===== config.mk =====
export PLATFORM = sky130hd
export DESIGN_NAME = byte_op_instruction_decoder
export DESIGN_NICKNAME = d
export VERILOG_FILES = /design/src/verilog/operand_fields.v /design/src/verilog/bank_resolve.v /design/src/verilog/byte_op_instruction_decoder.v
export VERILOG_INCLUDE_DIRS = /design/src /design/src/pkg
export SDC_FILE = /design/constraint.sdc
export NUM_CORES = 1
export LEC_CHECK = 0
export ABC_AREA = 1
export ABC_CLOCK_PERIOD_IN_PS = 2200
export BUFFER_PORTS_ARGS = -buffer_cell sky130_fd_sc_hd__buf_2
export CORE_MARGIN = 5
export CORE_UTILIZATION = 52
export CTS_CLUSTER_SIZE = 28
export DETAILED_ROUTE_END_ITERATION = 10
export PLACE_DENSITY_LB_ADDON = 0.3
export SYNTH_ARGS = -nofsm -noshare
export SYNTH_HDL_FRONTEND = slang
export SYNTH_SLANG_ARGS = --single-unit

===== constraint.sdc =====
create_clock -name ref_clk -period 2.2 [get_ports ref_clk]
set_input_delay 0.44 -clock ref_clk [delete_from_list [all_inputs] [get_ports ref_clk]]
set_output_delay 0.44 -clock ref_clk [all_outputs]
set_load 0.05 [all_outputs]

===== src/pkg/byte_op_consts.vh =====
// Opcode fields, operation codes and flag masks for the instruction decoder
`ifndef BYTE_OP_CONSTS_VH
`define BYTE_OP_CONSTS_VH

// Word layout
`define W_OPC_HI        15
`define W_DEST_BIT      9
`define W_ACC_BIT       8
`define W_LONG_PREFIX   4'hF
`define W_MOVE_NIB      4'hC
`define W_BRA_NIB       4'hD
`define W_CTRL_NIB      4'hE

// Operation codes sent to the ALU
`define OP_NONE         5'h00
`define OP_ADD          5'h01
`define OP_ADDC         5'h02
`define OP_AND          5'h03
`define OP_OR           5'h04
`define OP_XOR          5'h05
`define OP_COM          5'h06
`define OP_SUB_RA       5'h07
`define OP_SUBB_RA      5'h08
`define OP_SUBB_AR      5'h09
`define OP_DEC          5'h0A
`define OP_INC          5'h0B
`define OP_DEC_SZ       5'h0C
`define OP_DEC_SNZ      5'h0D
`define OP_INC_SZ       5'h0E
`define OP_INC_SNZ      5'h0F
`define OP_CMP_EQ       5'h10
`define OP_CMP_GT       5'h11
`define OP_CMP_LT       5'h12
`define OP_TEST_Z       5'h13
`define OP_RLC          5'h14
`define OP_RRC          5'h15
`define OP_RL           5'h16
`define OP_RR           5'h17
`define OP_MUL          5'h18
`define OP_CLR          5'h19
`define OP_SET          5'h1A
`define OP_STORE        5'h1B
`define OP_NEG          5'h1C
`define OP_MOVF         5'h1D
`define OP_SWAP         5'h1E
`define OP_BIT          5'h1F

// Flag enable masks, bit order C, DC, Z, OV, N from bit 0
`define FM_NONE         5'h00
`define FM_ALL          5'h1F
`define FM_ZN           5'h14
`define FM_CZN          5'h15
`define FM_Z            5'h04

`endif


===== src/verilog/operand_fields.v =====
// Operand field extraction from one instruction word
`timescale 1ns/1ps
`include "byte_op_consts.vh"

module operand_fields (
	// Word from fetch
	input  wire [15:0] word,
	// Fields
	output wire [7:0]  file_addr,
	output wire        dest_bit,
	output wire        acc_bit,
	output wire [2:0]  bit_sel,
	output wire [7:0]  literal,
	output wire [11:0] addr12,
	output wire [19:0] bra_off,
	output wire [19:0] cbr_off
);

	// Fields packed below the opcode, msb first
	assign file_addr = word[7:0];
	assign dest_bit  = word[`W_DEST_BIT];
	assign acc_bit   = word[`W_ACC_BIT];
	assign bit_sel   = word[11:9];
	assign literal   = word[7:0];
	assign addr12    = word[11:0];
	// Offsets sign-extended so the datapath adds them to the full counter
	assign bra_off   = {{9{word[10]}}, word[10:0]};
	assign cbr_off   = {{12{word[7]}}, word[7:0]};

endmodule


===== src/verilog/bank_resolve.v =====
// Bank resolution of an 8-bit file address into a 12-bit register address
`timescale 1ns/1ps

module bank_resolve #(
	parameter [7:0] ACCESS_SPLIT = 8'h80
)(
	// Inputs
	input  wire [7:0]  file_addr,
	input  wire        acc_bit,
	input  wire [3:0]  bank_select_pointer,
	// Result
	output wire [11:0] reg_addr
);

	// Fixed access bank: low part in bank 0, high part in the top bank
	wire [11:0] access_addr;
	assign access_addr = (file_addr < ACCESS_SPLIT) ? {4'h0, file_addr} : {4'hF, file_addr};
	assign reg_addr    = acc_bit ? {bank_select_pointer, file_addr} : access_addr;

endmodule


===== src/verilog/byte_op_instruction_decoder.v =====
// Instruction decoder for byte-oriented and general operand formats
`timescale 1ns/1ps
`include "byte_op_consts.vh"

module byte_op_instruction_decoder #(
	parameter [11:0] PORT_FIRST      = 12'hF80,
	parameter [11:0] PORT_LAST       = 12'hF84,
	parameter [11:0] TIMER_ZERO_ADDR = 12'hFD6,
	parameter [7:0]  ACCESS_SPLIT    = 8'h80
)(
	// Clock and reset
	input  wire        ref_clk,
	input  wire        rst_n,
	// Fetch stage
	input  wire [15:0] instr_word,
	input  wire        instr_valid,
	// Datapath feedback
	input  wire [3:0]  bank_select_pointer,
	input  wire        cond_true,
	// Decoded controls
	output reg         dec_valid,
	output reg         nop_slot,
	output reg  [4:0]  alu_op,
	output reg  [4:0]  flag_we,
	output reg         dest_acc,
	output reg         dest_reg,
	output reg  [11:0] reg_addr,
	output reg  [2:0]  bit_sel,
	output reg  [7:0]  literal,
	output reg         is_skip,
	output reg  [1:0]  exec_cycles,
	output reg         prod_we,
	output reg         src_from_pins,
	output reg         prescale_clr,
	// Two-word results
	output reg         move_valid,
	output reg  [11:0] move_src,
	output reg  [11:0] move_dst,
	output reg         jump_valid,
	output reg  [19:0] jump_target,
	output reg         is_call,
	output reg         fast_save,
	// Relative branches
	output reg         rel_valid,
	output reg         rel_is_cond,
	output reg  [2:0]  rel_cond_code,
	output reg  [19:0] rel_offset
);

	localparam [1:0] ST_FIRST  = 2'b01;
	localparam [1:0] ST_SECOND = 2'b10;
	localparam [1:0] K_MOVE = 2'h0;
	localparam [1:0] K_GOTO = 2'h1;
	localparam [1:0] K_CALL = 2'h2;
	localparam [1:0] K_OTHER = 2'h3;

	// Fields of the incoming word
	wire [7:0]  f_addr;
	wire        f_d;
	wire        f_a;
	wire [2:0]  f_bit;
	wire [7:0]  f_lit;
	wire [11:0] f_addr12;
	wire [19:0] f_bra;
	wire [19:0] f_cbr;
	wire [11:0] f_reg_addr;

	operand_fields u_fields (
		.word      (instr_word),
		.file_addr (f_addr),
		.dest_bit  (f_d),
		.acc_bit   (f_a),
		.bit_sel   (f_bit),
		.literal   (f_lit),
		.addr12    (f_addr12),
		.bra_off   (f_bra),
		.cbr_off   (f_cbr)
	);

	bank_resolve #(
		.ACCESS_SPLIT (ACCESS_SPLIT)
	) u_bank (
		.file_addr           (f_addr),
		.acc_bit             (f_a),
		.bank_select_pointer (bank_select_pointer),
		.reg_addr            (f_reg_addr)
	);

	// State
	reg [1:0]  state_r;
	reg [1:0]  state_nxt;
	reg [1:0]  hold_kind_r;
	reg [11:0] hold_low_r;
	reg        hold_fast_r;
	reg        hold_kill_r;
	reg        squash_r;
	reg        squash_nxt;

	// Byte-operation table
	reg [4:0] b_op;
	reg [4:0] b_fm;
	reg       b_has_d;
	reg       b_always_reg;
	reg       b_skip;
	reg       b_valid;

	// Byte operations keyed on the top six bits; d/a forms share one entry
	always @* begin
		b_op         = `OP_NONE;
		b_fm         = `FM_NONE;
		b_has_d      = 1'b1;
		b_always_reg = 1'b0;
		b_skip       = 1'b0;
		b_valid      = 1'b1;
		case (instr_word[15:10])
			6'b001001: begin b_op = `OP_ADD;     b_fm = `FM_ALL; end
			6'b001000: begin b_op = `OP_ADDC;    b_fm = `FM_ALL; end
			6'b000101: begin b_op = `OP_AND;     b_fm = `FM_ZN;  end
			6'b000100: begin b_op = `OP_OR;      b_fm = `FM_ZN;  end
			6'b000110: begin b_op = `OP_XOR;     b_fm = `FM_ZN;  end
			6'b000111: begin b_op = `OP_COM;     b_fm = `FM_ZN;  end
			6'b010111: begin b_op = `OP_SUB_RA;  b_fm = `FM_ALL; end
			6'b010110: begin b_op = `OP_SUBB_RA; b_fm = `FM_ALL; end
			6'b010101: begin b_op = `OP_SUBB_AR; b_fm = `FM_ALL; end
			6'b000001: begin b_op = `OP_DEC;     b_fm = `FM_ALL; end
			6'b001010: begin b_op = `OP_INC;     b_fm = `FM_ALL; end
			6'b001011: begin b_op = `OP_DEC_SZ;  b_skip = 1'b1; end
			6'b010011: begin b_op = `OP_DEC_SNZ; b_skip = 1'b1; end
			6'b001111: begin b_op = `OP_INC_SZ;  b_skip = 1'b1; end
			6'b010010: begin b_op = `OP_INC_SNZ; b_skip = 1'b1; end
			6'b001101: begin b_op = `OP_RLC;     b_fm = `FM_CZN; end
			6'b001100: begin b_op = `OP_RRC;     b_fm = `FM_CZN; end
			6'b010001: begin b_op = `OP_RL;      b_fm = `FM_ZN;  end
			6'b010000: begin b_op = `OP_RR;      b_fm = `FM_ZN;  end
			6'b010100: begin b_op = `OP_MOVF;    b_fm = `FM_ZN;  end
			6'b001110: b_op = `OP_SWAP;
			6'b000000: begin
				b_has_d = 1'b0;
				if (instr_word[9]) begin
					b_op = `OP_MUL;
				end else begin
					b_valid = 1'b0;
				end
			end
			6'b011000, 6'b011001, 6'b011010, 6'b011011: begin
				b_has_d = 1'b0;
				case (instr_word[11:9])
					3'b000: begin b_op = `OP_CMP_LT; b_skip = 1'b1; end
					3'b001: begin b_op = `OP_CMP_EQ; b_skip = 1'b1; end
					3'b010: begin b_op = `OP_CMP_GT; b_skip = 1'b1; end
					3'b011: begin b_op = `OP_TEST_Z; b_skip = 1'b1; end
					3'b100: begin b_op = `OP_SET;   b_always_reg = 1'b1; end
					3'b101: begin
						b_op         = `OP_CLR;
						b_fm         = `FM_Z;
						b_always_reg = 1'b1;
					end
					3'b110: begin
						b_op         = `OP_NEG;
						b_fm         = `FM_ALL;
						b_always_reg = 1'b1;
					end
					default: begin b_op = `OP_STORE; b_always_reg = 1'b1; end
				endcase
			end
			default: b_valid = 1'b0;
		endcase
	end

	// Word classes outside the byte table
	wire nib_long  = (instr_word[15:12] == `W_LONG_PREFIX);
	wire is_move   = (instr_word[15:12] == `W_MOVE_NIB);
	wire is_goto   = (instr_word[15:8] == 8'hEF);
	wire is_callw  = (instr_word[15:9] == 7'b1110110);
	wire is_other2 = (instr_word[15:8] == 8'hEE);
	wire is_bra    = (instr_word[15:12] == `W_BRA_NIB);
	wire is_cbr    = (instr_word[15:11] == 5'b11100);
	wire is_bitop  = (instr_word[15:12] == 4'h7) || (instr_word[15:14] == 2'b10);
	wire is_bitwr  = (instr_word[15:12] == 4'h7) || (instr_word[15:13] == 3'b100);
	wire two_word  = is_move | is_goto | is_callw | is_other2;
	// A test that turned out true also squashes a word not yet fetched
	wire kill_now  = squash_r | cond_true;

	// Which byte operations write back into the addressed register
	wire wr_reg    = b_valid & (b_always_reg | (b_has_d & f_d));
	wire reads_reg = b_valid & (b_op != `OP_CLR) & (b_op != `OP_SET) & (b_op != `OP_STORE);
	wire in_ports  = (f_reg_addr >= PORT_FIRST) && (f_reg_addr <= PORT_LAST);
	// Compare-less, multiply and test are marked even though they do not write
	wire marked    = wr_reg | is_bitwr | (b_op == `OP_CMP_LT) | (b_op == `OP_MUL)
	                 | (b_op == `OP_TEST_Z);

	// Next-state logic
	always @* begin
		state_nxt  = state_r;
		squash_nxt = squash_r | cond_true;
		if (instr_valid) begin
			squash_nxt = 1'b0;
			case (state_r)
				ST_FIRST: begin
					if (two_word) begin
						state_nxt = ST_SECOND;
					end
					// Unconditional relative jumps lose the following slot
					if (!kill_now && is_bra) begin
						squash_nxt = 1'b1;
					end
				end
				ST_SECOND: state_nxt = ST_FIRST;
				default:   state_nxt = ST_FIRST;
			endcase
		end
	end

	// Held first word of a two-word instruction
	always @(posedge ref_clk) begin
		if (!rst_n) begin
			state_r     <= ST_FIRST;
			squash_r    <= 1'b0;
			hold_kind_r <= K_OTHER;
			hold_low_r  <= 12'h000;
			hold_fast_r <= 1'b0;
			hold_kill_r <= 1'b0;
		end else begin
			state_r  <= state_nxt;
			squash_r <= squash_nxt;
			if (instr_valid && state_r == ST_FIRST && two_word) begin
				hold_kind_r <= is_move ? K_MOVE : is_goto ? K_GOTO : is_callw ? K_CALL : K_OTHER;
				hold_low_r  <= f_addr12;
				hold_fast_r <= instr_word[8];
				// A skipped two-word instruction also idles its second word
				hold_kill_r <= kill_now;
			end
		end
	end

	// Registered decoded controls
	always @(posedge ref_clk) begin
		if (!rst_n) begin
			dec_valid     <= 1'b0;
			nop_slot      <= 1'b0;
			alu_op        <= `OP_NONE;
			flag_we       <= `FM_NONE;
			dest_acc      <= 1'b0;
			dest_reg      <= 1'b0;
			reg_addr      <= 12'h000;
			bit_sel       <= 3'h0;
			literal       <= 8'h00;
			is_skip       <= 1'b0;
			exec_cycles   <= 2'h0;
			prod_we       <= 1'b0;
			src_from_pins <= 1'b0;
			prescale_clr  <= 1'b0;
			move_valid    <= 1'b0;
			move_src      <= 12'h000;
			move_dst      <= 12'h000;
			jump_valid    <= 1'b0;
			jump_target   <= 20'h00000;
			is_call       <= 1'b0;
			fast_save     <= 1'b0;
			rel_valid     <= 1'b0;
			rel_is_cond   <= 1'b0;
			rel_cond_code <= 3'h0;
			rel_offset    <= 20'h00000;
		end else begin
			// Pulses default low; fields hold until the next word
			dec_valid     <= instr_valid;
			nop_slot      <= 1'b0;
			alu_op        <= `OP_NONE;
			flag_we       <= `FM_NONE;
			dest_acc      <= 1'b0;
			dest_reg      <= 1'b0;
			is_skip       <= 1'b0;
			prod_we       <= 1'b0;
			src_from_pins <= 1'b0;
			prescale_clr  <= 1'b0;
			move_valid    <= 1'b0;
			jump_valid    <= 1'b0;
			rel_valid     <= 1'b0;
			if (instr_valid) begin
				reg_addr    <= f_reg_addr;
				bit_sel     <= f_bit;
				literal     <= f_lit;
				exec_cycles <= 2'h1;
				if (state_r == ST_SECOND) begin
					if (hold_kill_r) begin
						nop_slot <= 1'b1;
					end else if (hold_kind_r == K_MOVE) begin
						move_valid <= 1'b1;
						move_src   <= hold_low_r;
						move_dst   <= f_addr12;
					end else if (hold_kind_r != K_OTHER) begin
						jump_valid  <= 1'b1;
						jump_target <= {f_addr12, hold_low_r[7:0]};
						is_call     <= (hold_kind_r == K_CALL);
						fast_save   <= (hold_kind_r == K_CALL) & hold_fast_r;
					end
				end else if (kill_now || nib_long) begin
					// Squashed slot or stray second word runs as no-op
					nop_slot <= 1'b1;
				end else if (two_word) begin
					exec_cycles <= 2'h2;
				end else if (is_bra) begin
					rel_valid     <= 1'b1;
					rel_is_cond   <= 1'b0;
					rel_cond_code <= instr_word[10:8];
					rel_offset    <= f_bra;
					is_call       <= instr_word[11];
					fast_save     <= 1'b0;
					exec_cycles   <= 2'h2;
				end else if (is_cbr) begin
					rel_valid     <= 1'b1;
					rel_is_cond   <= 1'b1;
					rel_cond_code <= instr_word[10:8];
					rel_offset    <= f_cbr;
				end else if (b_valid) begin
					alu_op        <= b_op;
					flag_we       <= b_fm;
					dest_reg      <= wr_reg;
					dest_acc      <= b_has_d & ~f_d;
					is_skip       <= b_skip;
					prod_we       <= (b_op == `OP_MUL);
					src_from_pins <= wr_reg & reads_reg & in_ports;
					prescale_clr  <= marked & (f_reg_addr == TIMER_ZERO_ADDR);
				end else if (is_bitop) begin
					alu_op        <= `OP_BIT;
					is_skip       <= ~is_bitwr;
					dest_reg      <= is_bitwr;
					src_from_pins <= is_bitwr & in_ports;
					prescale_clr  <= is_bitwr & (f_reg_addr == TIMER_ZERO_ADDR);
				end
			end
		end
	end

endmodule


Yosys cells after proc, flatten, opt, wreduce, memory -nomap -nowiden
Index checks and enable logic that the tools add are counted.

Input port bits: 24. Bits in read-only memories: 0. Bits in registers: 135. Output and inout port bits: 116. Memories kept: 0. Bits in writable memories: 0. Bits in latches: 0.

Order comparisons: 3. Reduce and logical (&&, ||, !) cells: 32. $mul: 0. Multiplexer cells: 63. Divide/modulo/power cells: 0. $add $sub $neg: 0. Shift operators: 0. Bitwise gates (word level): 31. Eq/ne operators: 58.

Operators with widths (number): $pmux W5 S23 (1); $eq A6 B5 Y1 const B (12); $eq A6 B4 Y1 const B (8); $mux W1 (40); $mux W20 (2); $pmux W4 S7 (1); $reduce_or A25 Y1 (1); $eq A6 B3 Y1 const B (4); $mux W12 (2); $reduce_or A7 Y1 (3); $eq A5 B5 Y1 const B (4); $pmux W5 S4 (1); $eq A8 B8 Y1 const B (2); $mux W2 (8); $reduce_or A4 Y1 (4); $mux W5 (3); $ne A5 B5 Y1 const B (3); $reduce_or A5 Y1 (3); $and A1 B1 Y1 (12); $eq A12 B12 Y1 const B (1); $eq A3 B3 Y1 const B (4); $eq A4 B4 Y1 const B (3); $ge A12 B12 Y1 const B (1); $le A12 B12 Y1 const B (1); other kinds (28) (63).

Longest topological paths before layout
Depth in word-level cells: 12. Gate-level depth with buffers: 13. Mapped depth without buffers: 13.

Modules after synthesis
A second synthesis with hierarchy kept.

Cells, all modules: 851. Area, all modules: 6155.9 µm².

By module, submodules not included: byte_op_instruction_decoder (instances 1, area an instance 5507.8 µm², cells each 760); operand_fields (instances 1, area an instance 548.0 µm², cells each 73); bank_resolve (instances 1, area an instance 100.1 µm², cells each 18).

Least setup slack after synthesis
Ideal clock, no wire load.

Kind: input port to flip-flop. Start point: input instr_word[11]. End point: register src_from_pins. Stages on the path: 13. Data arrival time: 1.542 ns. Setup slack: 0.545 ns. Required time: 2.087 ns. Cells stage by stage: buf_4 > inv_2 > nor2_1 > nand3_1 > nand2_1 > nor2_2 > nand3_2 > nor2_2 > nand2_2 > nand2_1 > nand2_1 > nand3_1 > nor2_1.

Cells in the longest elaborated chain, start to end: 10. Elaborated cells between the ends (all ways): 63. Classes of those cells: eq/ne (38); mux (7); bitwise (11); reduce/logical (7).

RTL lines: start: declaration (line byte_op_instruction_decoder.v:15) `input wire [15:0] instr_word,`; $eq A3 B3 Y1, or another cell as far along (line byte_op_instruction_decoder.v:147) `case (instr_word[11:9])`; $pmux W4 S7 / $reduce_or A4 Y1 (equally long branches) (line byte_op_instruction_decoder.v:147, byte_op_instruction_decoder.v:115); $pmux W5 S23 (line byte_op_instruction_decoder.v:115) `case (instr_word[15:10])`; $ne A5 B5 Y1 (no line); $and A1 B1 Y1 (3 in series) (line byte_op_instruction_decoder.v:186) `` wire reads_reg = b_valid & (b_op != `OP_CLR) & (b_op != `OP_SET) & (b_op != `OP_STORE); ``; $and A1 B1 Y1 (2 in series) (line byte_op_instruction_decoder.v:322) `src_from_pins <= wr_reg & reads_reg & in_ports;`; $mux W1 (line byte_op_instruction_decoder.v:315) `end else if (b_valid) begin`; end signal: assignment (line byte_op_instruction_decoder.v:322); end signal: assignment (line byte_op_instruction_decoder.v:328) `src_from_pins <= is_bitwr & in_ports;`; end: declaration (line byte_op_instruction_decoder.v:33) `output reg src_from_pins,`.

Parallel ways exist; a longest one is shown, timed or not. A chain may end at the register's enable or synchronous reset.

Worst setup path in the final report
Start point: register state_r[1]. End point: register jump_target[16].

Cells in the longest elaborated chain, start to end: 2.

RTL lines: start: declaration (line byte_op_instruction_decoder.v:90) `reg [1:0] state_r;`; start signal: assignment (line byte_op_instruction_decoder.v:224) `state_r <= state_nxt;`; $eq A2 B2 Y1 (line byte_op_instruction_decoder.v:284) `if (state_r == ST_SECOND) begin`; $reduce_and A5 Y1 (no line); end signal: assignment (line byte_op_instruction_decoder.v:293) `jump_target <= {f_addr12, hold_low_r[7:0]};`; end: declaration (line byte_op_instruction_decoder.v:40) `output reg [19:0] jump_target,`.

Every way passes these cells.

==> out/metrics.yaml <==
power_and_ir_drop:
  power_uw: 5520
  power_leakage_uw: 0.00307
  powerDensity_mw_per_mm2: 914
  peakVddDrop_v: 0.000585
finish:
  antenna_cells: 0
  areaGrowthSynthToFinish_pct: 26.0
  nets: 759
  drive_above_1_share_pct: 29.1
  finish.instance_area_mm2: 0.00604
  nFillCells: 806
  utilization_pct: 66.3
  largest_reg_flops: 20
  largest_register: "jump_target"
sta:
  hold_slack_ps: 214
  worstMarginPinSlew_ps: 443
  setup_viol: 0
  hold_violations: 0
  slew_viol_final: 0
  finalCritPeriodShare_pct: 83.2
  layout_min_cycle_time_ps: 1830
  rsz0062_at_grt: "no"
  setup_tns_ps: 0
  clock_skew_ps: 5.36
  fmax_ghz: 0.546
  slew_headroom_pct: 70.3
floorplan:
  die_area_mm2: 0.0112
  die_w_um: 106
  row_count: 35
  core_mm2: 0.00911
  pin_count: 140
  start_util_pct: 52.6
  die_h_um: 106
critical_path:
  worstPathArrival_ps: 2270
  timing.critical_path.from: "state_r[1]$_SDFFE_PN0P_"
  path_class: "reg -> reg"
  rrSetupSlack_ps: 370
  r2r_start: "state_r[1]$_SDFFE_PN0P_"
  endpoint: "jump_target[16]$_SDFFE_PN0P_"
  cp-start-kind: "register"
  cp_max_fo: 24
  r2r_end: "jump_target[16]$_SDFFE_PN0P_"
  r2r_cells: 9
  end_kind: "register"
  required_ps: 2640
global_route:
  globalRouteTotalUtil_pct: 25.7
  antenna_found_initial: 0
  grt_pass1_wl_mm: 22.9
  grt-ovfl-total: 0
  grt_pass1_vias: 4502
  grt_max_degree: 46
drt:
  drtAntennaViolNets: 0
  routedWlPerCell_um: 16.7
  dr.pass1.iters: 5
  wl_mm: 14.4
  drt-initial-drc-count: 309
  num_vias: 4700
  via_per_inst: 5.47
  drc_errors: 0
outcome:
  status: "finished clean"
synthesis:
  ys.flop_type: "dfxtp_1"
  async_reset_ff_share_pct: 0
  syn_inst: 615
  ys_ff_latch: 116
  synth_fp_nets: 639
  synthTopCellsByArea: "dfxtp_1 48%, o21ai_0 8.6%, nor2_1 7.6%"
  synth_edf_count: 0
  synth_area_mm2: 0.00479
  synth_top_area_cell: "dfxtp_1"
  avgSynthCellArea_um2: 7.79
  synth-seq-area-share_pct: 48.4
  yosysUniqueCellTypes: 40
  yosys_warnings: 0
  synth.top_cell.area_share_pct: 48.4
cts:
  cts_sinks: 116
  insertion_delay_ps: 520
  cts_made_buffers: 17
  cts-root-buf: "clkbuf_8"
  cts_resized: 0
  h-tree-depth: 4
  clock_path_buffers: 2
  ctsHoldBuffers: 0
  cts_tree: "done"
  cts_setup_buffers: 0
  clk_pin_slew_worst_paths_ps: 60
flow_run:
  maxCapViolations: 0
placement:
  hpwl_mm: 10.2
  port-buffer-count: 139
  placed_cell_area_mm2: 0.00543
  routabilityCongestion: 0.959
worst_hold_path:
  hp-class: "in -> reg"
-- synth_stat cells (2+ instances only) --
library cell  instances
nor4_1                3
nand3_1              23
dfxtp_1             116
a21oi_1              68
nand4_1               5
clkinv_1              2
nor2_1               97
nand2_2               8
nand2_1              62
buf_4                21
inv_2                 8
inv_1                43
nor3_4                2
nand3_2               2
nor2_4                2
a211oi_1             12
o211ai_1              6
buf_1                 2
nor3_2                3
nor2_2                7
buf_2                 6
o21ai_0              82
clkbuf_1             16
nor3_1                3
-- worst max-delay path, cell delays in order, from the launching register on --
cell     delay [ps]
dfxtp_1         330
inv_1            80
nor2_4          150
nand2_2         100
nor3_2          140
nand2_2         150
inv_2           200
buf_4           290
o21ai_0         140
a21oi_1         170
-- layout by cell type (no fill, tap or decap), drive strengths merged, types with 12 or more instances in the layout --
master  synthesis  final
a211oi         12     12
dfxtp         116    116
inv            52     58
o21ai          84     84
clkbuf         17     17
a21oi          69     69
buf            30    148
nor2          106    106
nand3          25     25
nand2          71     71
-- cell families (layout without fill, tap and decap cells) --
group,after synthesis,after routing,share of synthesized area (%)
AOI/OAI and AO/OA,177,177,20.0
DFF,116,116,48.4
and+or+nand+nor,221,221,21.4
buffers and inverters,101,234,10.2
-- worst min path at each step --
stage               slack, ps  depth (start not counted)                         from                          end
global placement          450                          2  exec_cycles[1]$_SDFFE_PN0P_  exec_cycles[1]$_SDFFE_PN0P_
finish                    210                          2                instr_word[9]          dest_acc$_SDFF_PP0_
floorplan                 440                          2      state_r[1]$_SDFFE_PN0P_      state_r[1]$_SDFFE_PN0P_
CTS                       200                          2                instr_word[9]          dest_acc$_SDFF_PP0_
detailed placement        460                          2      state_r[1]$_SDFFE_PN0P_      state_r[1]$_SDFFE_PN0P_
global route              210                          2                instr_word[9]          dest_acc$_SDFF_PP0_
-- cell type report --
cell class | count | area (um^2) | area share [%]
multi-input combinational | 398 | 1980 | 32.8
clock buffer | 17 | 414 | 6.86
sequential | 116 | 2320 | 38.5
inverter | 54 | 208 | 3.44
tap | 111 | 139 | 2.30
clock inverter | 15 | 196 | 3.25
timing repair buffer | 148 | 776 | 12.8
-- through the flow --
stage          setup slack [ps]  std cells
6_report                    370        859
5_1_grt                     193        859
4_1_cts                     381        859
3_5_place_dp                162        827
3_3_place_gp               68.4        827
2_1_floorplan               545        615
-- layer usage --
| metal | share of wire [%] | GRT usage, % | vias up |
|---|---|---|---|
| met5 | 0 | 0 | - |
| met4 | 2.0 | 9.53 | 0 |
| met3 | 7.7 | 7.77 | 31 |
| met2 | 47 | 42.0 | 180 |
| met1 | 44 | 32.1 | 2209 |
| li1 | - | - | 2280 |
-- power breakdown --
group / total [uW] / switching [uW] / internal, uW
registers: 2170 / 25.9 / 2140
logic: 505 / 390 / 115
clock network: 2840 / 1080 / 1760
(Power assumes the default switching activity.)
